File: config.mk
export PLATFORM = sky130hd
export DESIGN_NAME = external_memory_port
export DESIGN_NICKNAME = d
export VERILOG_FILES = /design/src/shared/ext_port_pkg.sv /design/src/rtl/external_memory_port.sv /design/src/rtl/bank_decoder.sv
export VERILOG_INCLUDE_DIRS = /design/src /design/src/shared
export SDC_FILE = /design/constraint.sdc
export NUM_CORES = 1
export LEC_CHECK = 0
export BUFFER_PORTS_ARGS = -buffer_cell sky130_fd_sc_hd__buf_2
export CAP_MARGIN = 0
export CORE_AREA = 2 2 180 182
export DETAILED_ROUTE_END_ITERATION = 8
export DIE_AREA = 0 0 182 184
export GPL_TIMING_DRIVEN = 0
export PLACE_DENSITY = 0.68
export SYNTH_ARGS = -nofsm -noshare
export SYNTH_HDL_FRONTEND = slang
export SYNTH_SLANG_ARGS = --single-unit
File: constraint.sdc
create_clock -name clk_sys -period 6 [get_ports clk_sys]
set_input_delay 0.6 -clock clk_sys [delete_from_list [all_inputs] [get_ports clk_sys]]
set_output_delay 0.6 -clock clk_sys [all_outputs]
set_load 0.005 [all_outputs]
File: src/shared/ext_port_map.svh
`ifndef EXT_PORT_MAP_SVH
`define EXT_PORT_MAP_SVH
// Base of external bank 0, in words.
`define BANK0_BASE 32'h0040_0000
// Bank size code offset: bank size is 2 to the power of (code + this).
`define BANK_SIZE_BIAS 13
// Largest legal bank size code (256 megawords).
`define BANK_SIZE_CODE_MAX 4'hf
// Program bus address width and its reach in words (12 megawords).
`define PROG_ADDR_BITS 24
`define PROG_REACH_WORDS 32'h00c0_0000
// Data lane positions on the 48-bit external bus.
`define LANE_SINGLE_LSB 16
`define LANE_EXT_LSB 8
`define LANE_SHORT_LSB 16
// Reset value of the bank size code.
`define BANK_SIZE_RESET 4'h0
`define PAGE_SIZE_RESET 3'h0
`endif

File: src/shared/ext_port_pkg.sv
package ext_port_pkg;
  // Width of a word as seen by the core.
  typedef enum logic [2:0] {
    FMT_SINGLE = 3'h0,
    FMT_EXTENDED = 3'h1,
    FMT_SHORT = 3'h2,
    FMT_INSTR = 3'h3,
    FMT_PACK16 = 3'h4,
    FMT_PACK32 = 3'h5
  } word_fmt_e;

  // One request from the core or the I/O processor.
  typedef struct packed {
    logic [31:0] addr;
    logic [47:0] wdata;
    logic write;
    logic from_prog_bus;
    logic cond_true;
    word_fmt_e fmt;
  } ext_req_s;

  // Pins toward the external bus; address, data and acknowledge have their own output enable, the controls share ctl_oe.
  typedef struct packed {
    logic [31:0] addr_o;
    logic addr_oe;
    logic [47:0] data_o;
    logic data_oe;
    logic [3:0] bank_select_n;
    logic rd_n_o;
    logic wr_n_o;
    logic early_store_flag_n;
    logic page;
    logic ctl_oe;
    logic ack_o;
    logic ack_oe;
  } ext_pins_s;

  // Access arriving from an external master into internal memory.
  typedef struct packed {
    logic [31:0] addr;
    logic [47:0] wdata;
    logic write;
  } slave_req_s;
endpackage

File: src/rtl/external_memory_port.sv
`timescale 1ns/100ps
`include "ext_port_map.svh"
// Notes on behaviour
// - Data bus is 48 bits for instructions, 40 for extended data, 32 for single precision.
// - Packed 16- or 32-bit words are supported for DMA data.
// - 32-bit values travel on data bits 47 to 16.
// - 40-bit extended values travel on data bits 47 to 8.
// - 16-bit short words travel on data bits 31 to 16.
// - Data path reaches 4 gigawords; program path reaches only 12 megawords.
// - One active-low select per bank, switched with the address.
// - Selects idle without access; conditional accesses still assert them.
// - Page flag only on bank 0 accesses that cross a page.
// - Read strobe low while this device reads externally.
// - Write strobe low while this device writes externally.
// - Early-write flag low with the address; write abandoned without strobe.
// - Slave side uses the early-write flag to tell read from write.
// - As slave, drive acknowledge low to stall synchronous accesses.
// - Master keeps acknowledge at its last driven level.
// - Address, control and master write data float on suspend, host request or when bus slave.
// - Address pins become inputs during external master accesses.
// - Only the bus master drives selects and page flag.
// - Bank 0 starts at 0x0040_0000; four equal contiguous banks.
// - Bank size is 2 to the power of field plus 13.
// - Unbanked space above bank 3 asserts no select.
// - Acknowledge sampled each cycle; low holds the access one more cycle.
module external_memory_port
  import ext_port_pkg::*;
#(
  parameter int SLAVE_WAIT = 1
) (
  input wire logic clk_sys,
  input wire logic reset_n,
  input wire ext_port_pkg::ext_req_s req,
  input wire logic req_valid,
  output logic req_ready,
  output logic [47:0] rsp_data,
  output logic rsp_valid,
  output logic fault,
  input wire logic [3:0] bank_size_field,
  input wire logic [2:0] page_size_code,
  input wire logic is_bus_master,
  input wire logic suspend_tristate_in,
  input wire logic host_bus_request,
  output ext_port_pkg::ext_pins_s pins,
  input wire logic [31:0] addr_i,
  input wire logic [47:0] data_i,
  input wire logic rd_n_i,
  input wire logic wr_n_i,
  input wire logic early_store_i_n,
  input wire logic ack_i,
  output ext_port_pkg::slave_req_s slv_req,
  output logic slv_valid,
  input wire logic slv_done,
  input wire logic [47:0] slv_rdata
);
  import ext_port_pkg::*;

  typedef enum logic [2:0] {
    ST_IDLE = 3'b001,
    ST_ACCESS = 3'b010,
    ST_SLAVE = 3'b100
  } port_state_e;

  port_state_e state_ff, nxt_state;
  ext_req_s cur_ff, nxt_cur;
  logic [3:0] sel_ff, nxt_sel;
  logic page_ff, nxt_page;
  logic [31:0] last_addr_ff, nxt_last_addr;
  logic last_valid_ff, nxt_last_valid;
  logic [47:0] rsp_data_ff, nxt_rsp_data;
  logic rsp_valid_ff, nxt_rsp_valid;
  logic [47:0] slv_rdata_ff, nxt_slv_rdata;
  logic slv_drive_ff, nxt_slv_drive;
  logic [2:0] ack_sync_ff, rd_sync_ff, wr_sync_ff, early_sync_ff, nxt_ack_sync, nxt_rd_sync;
  logic [2:0] nxt_wr_sync, nxt_early_sync;
  // Suspend and host request pins are filtered like the strobes.
  logic [2:0] susp_sync_ff, hreq_sync_ff, nxt_susp_sync, nxt_hreq_sync;
  logic susp_lvl_ff, hreq_lvl_ff, nxt_susp_lvl, nxt_hreq_lvl;
  logic ack_keep_ff, nxt_ack_keep;
  logic rd_lvl_ff, wr_lvl_ff, early_lvl_ff, nxt_rd_lvl, nxt_wr_lvl, nxt_early_lvl;
  logic [3:0] hit;
  logic pcross;
  logic req_bad;
  logic float_bus;
  logic [47:0] lane_data;
  logic [47:0] lane_rd;

  // Only the slave acknowledge stall (1) or none (0) is built.
  if (SLAVE_WAIT < 0 || SLAVE_WAIT > 1) begin : g_bad_wait
    $error("SLAVE_WAIT must be 0 or 1");
  end

  bank_decoder #(
    .ADDR_W(32)
  ) u_dec (
    .addr(req.addr),
    .last_page_addr(last_addr_ff),
    .last_valid(last_valid_ff),
    .bank_size_field(bank_size_field),
    .page_size_code(page_size_code),
    .bank_hit(hit),
    .page_cross(pcross)
  );

  // Address, control and master write data float while suspended, while the host asks for the bus, or as slave.
  assign float_bus = susp_lvl_ff | hreq_lvl_ff | !is_bus_master;

  // Program bus addresses reach only the low 12 megawords.
  assign req_bad = req.from_prog_bus && (req.addr >= `PROG_REACH_WORDS);

  // Place outgoing data on the lanes its format uses.
  always_comb begin
    lane_data = 48'h0;
    unique case (req.fmt)
      FMT_SINGLE, FMT_PACK32: lane_data[47:`LANE_SINGLE_LSB] = req.wdata[31:0];
      FMT_EXTENDED: lane_data[47:`LANE_EXT_LSB] = req.wdata[39:0];
      FMT_SHORT, FMT_PACK16: lane_data[31:`LANE_SHORT_LSB] = req.wdata[15:0];
      FMT_INSTR: lane_data = req.wdata;
      default: lane_data = 48'h0;
    endcase
  end

  // Take incoming data off the lanes of the current format, right aligned.
  always_comb begin
    lane_rd = 48'h0;
    unique case (cur_ff.fmt)
      FMT_SINGLE, FMT_PACK32: lane_rd[31:0] = data_i[47:`LANE_SINGLE_LSB];
      FMT_EXTENDED: lane_rd[39:0] = data_i[47:`LANE_EXT_LSB];
      FMT_SHORT, FMT_PACK16: lane_rd[15:0] = data_i[31:`LANE_SHORT_LSB];
      FMT_INSTR: lane_rd = data_i;
      default: lane_rd = 48'h0;
    endcase
  end

  // Pin synchronisers: a level changes once the second and third stages agree.
  always_comb begin
    nxt_ack_sync = {ack_sync_ff[1:0], ack_i};
    nxt_rd_sync = {rd_sync_ff[1:0], rd_n_i};
    nxt_wr_sync = {wr_sync_ff[1:0], wr_n_i};
    nxt_early_sync = {early_sync_ff[1:0], early_store_i_n};
    nxt_susp_sync = {susp_sync_ff[1:0], suspend_tristate_in};
    nxt_hreq_sync = {hreq_sync_ff[1:0], host_bus_request};
    nxt_ack_keep = (ack_sync_ff[2] == ack_sync_ff[1]) ? ack_sync_ff[2] : ack_keep_ff;
    nxt_rd_lvl = (rd_sync_ff[2] == rd_sync_ff[1]) ? rd_sync_ff[2] : rd_lvl_ff;
    nxt_wr_lvl = (wr_sync_ff[2] == wr_sync_ff[1]) ? wr_sync_ff[2] : wr_lvl_ff;
    nxt_early_lvl = (early_sync_ff[2] == early_sync_ff[1]) ? early_sync_ff[2] : early_lvl_ff;
    nxt_susp_lvl = (susp_sync_ff[2] == susp_sync_ff[1]) ? susp_sync_ff[2] : susp_lvl_ff;
    nxt_hreq_lvl = (hreq_sync_ff[2] == hreq_sync_ff[1]) ? hreq_sync_ff[2] : hreq_lvl_ff;
  end

  // Out of reset the strobes read as released and the bus as not suspended.
  always_ff @(posedge clk_sys) begin
    if (!reset_n) begin
      ack_sync_ff <= 3'h7;
      rd_sync_ff <= 3'h7;
      wr_sync_ff <= 3'h7;
      early_sync_ff <= 3'h7;
      susp_sync_ff <= 3'h0;
      hreq_sync_ff <= 3'h0;
      ack_keep_ff <= 1'b1;
      rd_lvl_ff <= 1'b1;
      wr_lvl_ff <= 1'b1;
      early_lvl_ff <= 1'b1;
      susp_lvl_ff <= 1'b0;
      hreq_lvl_ff <= 1'b0;
    end else begin
      ack_sync_ff <= nxt_ack_sync;
      rd_sync_ff <= nxt_rd_sync;
      wr_sync_ff <= nxt_wr_sync;
      early_sync_ff <= nxt_early_sync;
      susp_sync_ff <= nxt_susp_sync;
      hreq_sync_ff <= nxt_hreq_sync;
      ack_keep_ff <= nxt_ack_keep;
      rd_lvl_ff <= nxt_rd_lvl;
      wr_lvl_ff <= nxt_wr_lvl;
      early_lvl_ff <= nxt_early_lvl;
      susp_lvl_ff <= nxt_susp_lvl;
      hreq_lvl_ff <= nxt_hreq_lvl;
    end
  end

  // Access sequencer: master accesses, then slave accesses into internal memory.
  always_comb begin
    nxt_state = state_ff;
    nxt_cur = cur_ff;
    nxt_sel = sel_ff;
    nxt_page = page_ff;
    nxt_last_addr = last_addr_ff;
    nxt_last_valid = last_valid_ff;
    nxt_rsp_data = rsp_data_ff;
    nxt_rsp_valid = 1'b0;
    nxt_slv_rdata = slv_rdata_ff;
    nxt_slv_drive = slv_drive_ff;
    req_ready = 1'b0;
    fault = 1'b0;
    unique case (state_ff)
      ST_IDLE: begin
        nxt_sel = 4'h0;
        nxt_page = 1'b0;
        if (!is_bus_master && (!rd_lvl_ff || !wr_lvl_ff)) begin
          nxt_state = ST_SLAVE;
          nxt_slv_drive = 1'b0;
        end else if (req_valid && !float_bus) begin
          req_ready = 1'b1;
          if (req_bad) begin
            fault = 1'b1;
          end else begin
            nxt_cur = req;
            nxt_cur.wdata = lane_data;
            nxt_sel = hit;
            nxt_page = pcross;
            if (hit[0]) begin
              nxt_last_addr = req.addr;
              nxt_last_valid = 1'b1;
            end
            nxt_state = ST_ACCESS;
          end
        end
      end
      ST_ACCESS: begin
        // Acknowledge low holds everything one more cycle.
        if (ack_keep_ff) begin
          nxt_state = ST_IDLE;
          nxt_sel = 4'h0;
          nxt_page = 1'b0;
          if (!cur_ff.write) begin
            nxt_rsp_data = lane_rd;
            nxt_rsp_valid = 1'b1;
          end
        end
      end
      ST_SLAVE: begin
        if (slv_done) begin
          nxt_slv_rdata = slv_rdata;
          nxt_slv_drive = 1'b1;
        end
        if (rd_lvl_ff && wr_lvl_ff) begin
          nxt_state = ST_IDLE;
          nxt_slv_drive = 1'b0;
        end
      end
      default: nxt_state = ST_IDLE;
    endcase
  end

  // Registers the sequencer; reset leaves the port idle with nothing selected.
  always_ff @(posedge clk_sys) begin
    if (!reset_n) begin
      state_ff <= ST_IDLE;
      cur_ff <= '0;
      sel_ff <= 4'h0;
      page_ff <= 1'b0;
      last_addr_ff <= 32'h0;
      last_valid_ff <= 1'b0;
      rsp_data_ff <= 48'h0;
      rsp_valid_ff <= 1'b0;
      slv_rdata_ff <= 48'h0;
      slv_drive_ff <= 1'b0;
    end else begin
      state_ff <= nxt_state;
      cur_ff <= nxt_cur;
      sel_ff <= nxt_sel;
      page_ff <= nxt_page;
      last_addr_ff <= nxt_last_addr;
      last_valid_ff <= nxt_last_valid;
      rsp_data_ff <= nxt_rsp_data;
      rsp_valid_ff <= nxt_rsp_valid;
      slv_rdata_ff <= nxt_slv_rdata;
      slv_drive_ff <= nxt_slv_drive;
    end
  end

  // Read data and its pulse come straight from flip-flops.
  assign rsp_data = rsp_data_ff;
  assign rsp_valid = rsp_valid_ff;

  // Slave request toward internal memory; the early-write level tells direction.
  assign slv_req.addr = addr_i;
  assign slv_req.wdata = data_i;
  assign slv_req.write = !early_lvl_ff || !wr_lvl_ff;
  assign slv_valid = (state_ff == ST_SLAVE) && !slv_drive_ff;

  // Outgoing pins; strobes and selects exist only during a master access.
  always_comb begin
    pins.addr_o = cur_ff.addr;
    pins.addr_oe = (state_ff == ST_ACCESS) && !float_bus;
    pins.data_o = (state_ff == ST_SLAVE) ? slv_rdata_ff : cur_ff.wdata;
    pins.data_oe = ((state_ff == ST_ACCESS) && cur_ff.write && !float_bus) ||
                   ((state_ff == ST_SLAVE) && slv_drive_ff && !rd_lvl_ff);
    pins.bank_select_n = ~sel_ff;
    pins.rd_n_o = !((state_ff == ST_ACCESS) && !cur_ff.write);
    // The write strobe drops only if the condition held; else the write is dropped.
    pins.wr_n_o = !((state_ff == ST_ACCESS) && cur_ff.write && cur_ff.cond_true);
    pins.early_store_flag_n = !((state_ff == ST_ACCESS) && cur_ff.write);
    pins.page = page_ff;
    pins.ctl_oe = !float_bus;
    // As slave, hold acknowledge low until internal memory answers.
    pins.ack_o = 1'b0;
    pins.ack_oe = (SLAVE_WAIT == 1) && (state_ff == ST_SLAVE) && !slv_drive_ff;
  end
endmodule // external_memory_port

File: src/rtl/bank_decoder.sv
`timescale 1ns/100ps
`include "ext_port_map.svh"
// Decodes a word address into a bank number and a page-crossing flag.
module bank_decoder #(
  parameter int ADDR_W = 32
) (
  input wire logic [ADDR_W-1:0] addr,
  input wire logic [ADDR_W-1:0] last_page_addr,
  input wire logic last_valid,
  input wire logic [3:0] bank_size_field,
  input wire logic [2:0] page_size_code,
  output logic [3:0] bank_hit,
  output logic page_cross
);
  logic [ADDR_W-1:0] rel;
  logic [5:0] shift;
  logic [ADDR_W-1:0] bank_idx;
  logic [5:0] pshift;

  // Only a full 32-bit word address is decoded.
  if (ADDR_W != 32) begin : g_bad_addr_w
    $error("bank_decoder needs a 32-bit address");
  end

  // Banks are equal powers of two laid end to end above the base.
  always_comb begin
    rel = addr - `BANK0_BASE;
    shift = 6'(bank_size_field) + 6'(`BANK_SIZE_BIAS);
    bank_idx = rel >> shift;
    bank_hit = 4'h0;
    if (addr >= `BANK0_BASE && bank_idx < 32'h4) begin
      bank_hit[bank_idx[1:0]] = 1'b1;
    end
    // Anything above bank 3 selects nothing.
    pshift = 6'h8 + 6'(page_size_code);
    page_cross = bank_hit[0] &&
                 (!last_valid || ((addr >> pshift) != (last_page_addr >> pshift)));
  end
endmodule // bank_decoder

==> metrics <==
status=completed; Synth Area in Compound Gates=0.218; Max clock buf depth=3; minimum clock period=4.17 ns; gr ovfl total=0; Mapped Nets=1958; post-synthesis simple-gate area fraction=0.219; maximum net fanout on the critical path=10; Post-synth top flop=dfxtp_1; Seq/Total Area, Yosys=0.356; synth cell count leaders=nand2_1 (471), dfxtp_1 (240), clkbuf_1 (121); XOR/XNOR Fraction of Synth Area=0.0169; first-pass GRT wire length=approximately 75 mm; Seq pwr share=0.400; r2r setup slk=2.45 ns; final WL=slightly above 50 mm; Mapped Area=13500 um2; Worst Reg-to-Reg Cells=7; Port-buffer cells=roughly 420; post-synth cell types=69; type of the most critical hold path=in2reg; Comb power frac=0.141; Clock Latency Late Sink=0.55 ns; Worst setup endpoint=last_addr_ff[26]$_SDFFE_PN0P_; Max Cap Viol=0; Mean Syn Cell Area=7.83 um2; final setup violation count=0; largest cells by area after synthesis=dfxtp_1 (36%), nand2_1 (13%), buf_4 (6.4%); fin crit share=0.696; RSZ-0062 raised after global routing=no; Syn Inst Count=1724; CP required=6.46 ns; Startpoint Class=primary input; total die area=33500 um2; layout cell share with drive strength beyond 1=0.287; Syn-to-layout area delta=26.8%; power per cell area=around 240 nW/um2; critical path type=in2reg; final core occ=0.545; EDFF count, synth=0; worst r2r dst=pins[72]$_SDFFE_PN0P_; TritonCTS Buffers=28; vias per cell=between 5 and 6; slowest stage delay, CP=0.81 ns; slew of the pin with the lowest slew margin=1.23 ns; Final Skew=approximately 0.010 ns; Residual DRC=0; initial core utilization=0.430; Clk pwr share=0.459; Die H=roughly 180 um; Fill cells=3082; final hold vios=0; starting DRC count in detailed routing=919; global placement routability congestion=slightly above 0.9; CORE AREA=31400 um2; Worst-path clk slew=0.06 ns; adder-cell area share of the yosys netlist=0.00185; initial antenna violation count=7; clock sink total=240; multiplexer area fraction after synthesis=0.0801; CTS tree=yes; most common cell in the synthesized netlist=nand2_1; P_sw=approximately 1.1 mW; via count=~14000; vias in the first global route=13000; Synth Register Bits=240; Achievable Freq=240 MHz; largest net degree at the start of global routing=15; Critical Path AT=4.64 ns; Routed WL per cell=between 15 and 20 um; r2r startpoint=hreq_lvl_ff$_SDFFE_PN0N_; Synth area leader=dfxtp_1; origin of the worst setup path=req[76]; Post-CTS Setup Bufs=0; ys async rst share=0; CTS H-tree lvls=1; Die X=182 um; peak supply drop=around 0.20 mV; num ports=458; 1st-pass router iterations=5; Setup Total Neg Slack=0 ns; Resized Gates After CTS=0; clk root buf=clkbuf_16; max-slew violations=0; Synth top area share=0.356; Total GRT Usage=0.288; leakage power=approximately 7.6 nW; CP cell instances=buf_2 -> buf_1 -> inv_1 -> ha_1 -> buf_2 -> nand2b_1 -> a21oi_1 -> a2111oi_0 -> a32oi_1 -> or3_1 -> a2111oi_4 -> buf_6 -> mux2i_1; main combinational cell family by area after synthesis=simple AND/OR/NAND/NOR gates; yosys warns=0; Final HPWL DP=39.7 mm; most used cell, CP=buf_2; Int Pwr=3.03 mW; CP endpoint kind=register; antenna viol nets, final=0; hold-fix buffers at CTS=0; headroom to the max-slew limit=0.176; switching share of power=0.260; fin nets=2403; row count=65; CP max stage cell=a2111oi_4
==> worst min-delay path by stage <==
stage	endpoint	cells after the start	start	slack, ns
2_1_floorplan	ack_sync_ff[1]$_SDFF_PN1_	1	ack_sync_ff[0]$_SDFF_PN1_	0.39
3_3_place_gp	ack_sync_ff[1]$_SDFF_PN1_	1	ack_sync_ff[0]$_SDFF_PN1_	0.39
3_5_place_dp	early_sync_ff[1]$_SDFF_PN1_	1	early_sync_ff[0]$_SDFF_PN1_	0.39
4_1_cts	early_sync_ff[0]$_SDFF_PN1_	2	early_store_i_n	0.21
5_1_grt	early_sync_ff[0]$_SDFF_PN1_	2	early_store_i_n	0.22
6_report	early_sync_ff[0]$_SDFF_PN1_	2	early_store_i_n	0.23
==> stage by stage <==
stage	area, um2	instances	hold WS, ns	worst slack (ns)	power [mW]
floorplan	13500	1724	0.386	2.37	1.98
global placement	16100	2541	0.390	1.38	2.24
detailed placement	16100	2541	0.393	1.38	2.24
CTS	17100	2593	0.210	1.93	4.12
global route	17100	2597	0.223	1.65	4.25
finish	17100	2598	0.234	1.83	4.09
==> cells by family (layout without fill, tap and decap cells) <==
| family | count (synthesis) | in the layout |
|---|---|---|
| mux | 100 | 100 |
| fa+ha+maj | 2 | 2 |
| buf+inv | 267 | 734 |
| compound gates | 409 | 409 |
| other cells | 1 | 6 |
| xor+xnor | 26 | 26 |
| flops | 240 | 240 |
| simple gates | 679 | 679 |
==> critical path, delay by kind of cell <==
kind                     cells  cell delay, ns
buffers and inverters        5            1.19
adder cells (fa/ha/maj)      1            0.22
AO/OA/AOI/OAI                4            1.78
multiplexers                 1            0.21
AND/OR/NAND/NOR              2            0.61
==> cells in the final DEF, fill, tap and decap left out, drive strengths merged, types with 25 or more instances in the layout <==
cell type / Yosys / final
a21oi: 76 / 76
a22oi: 48 / 48
dfxtp: 240 / 240
buf: 129 / 544
mux2i: 71 / 71
o211a: 34 / 34
mux2: 25 / 25
a21boi: 106 / 106
o21ai: 66 / 66
clkbuf: 121 / 158
nand2: 472 / 472
nor2: 46 / 46
nor2b: 52 / 52
==> metal layers <==
layer	routed length, um	part of all wire	GRT usage	vias up
li1	-	-	-	6686
met1	20500	0.41	0.356	6403
met2	23800	0.47	0.493	643
met3	3910	0.078	0.0578	122
met4	2200	0.044	0.118	4
met5	24	0.00048	0	-
==> power by group through the flow <==
stage | Sequential, mW | Clock [mW] | Combinational [mW]
3_5_place_dp | 1.67 | 0 | 0.570
5_1_grt | 1.64 | 1.98 | 0.625
3_3_place_gp | 1.67 | 0 | 0.568
2_1_floorplan | 1.67 | 0 | 0.315
6_report | 1.64 | 1.88 | 0.577
4_1_cts | 1.64 | 1.91 | 0.572
==> registers in the layout, indices dropped and copies added (netlist names), 4 cells and up <==
signal,count
cur_ff,53
rsp_data,48
slv_rdata_ff,48
pins,32
last_addr_ff,24
sel_ff,4
==> layout make-up <==
cell class | count | area, um2 | share of cell area
diodes | 5 | 12.5 | 0.000731
plain buffers | 250 | 1410 | 0.0822
clock buffers | 37 | 796 | 0.0465
clock inverters | 15 | 225 | 0.0132
inverters | 17 | 63.8 | 0.00373
multi-input cells | 1217 | 7230 | 0.422
flip-flops and latches | 240 | 4800 | 0.281
well taps | 402 | 503 | 0.0294
repair buffers | 415 | 2080 | 0.121
No activity file was read; power rests on OpenSTA's default activity.
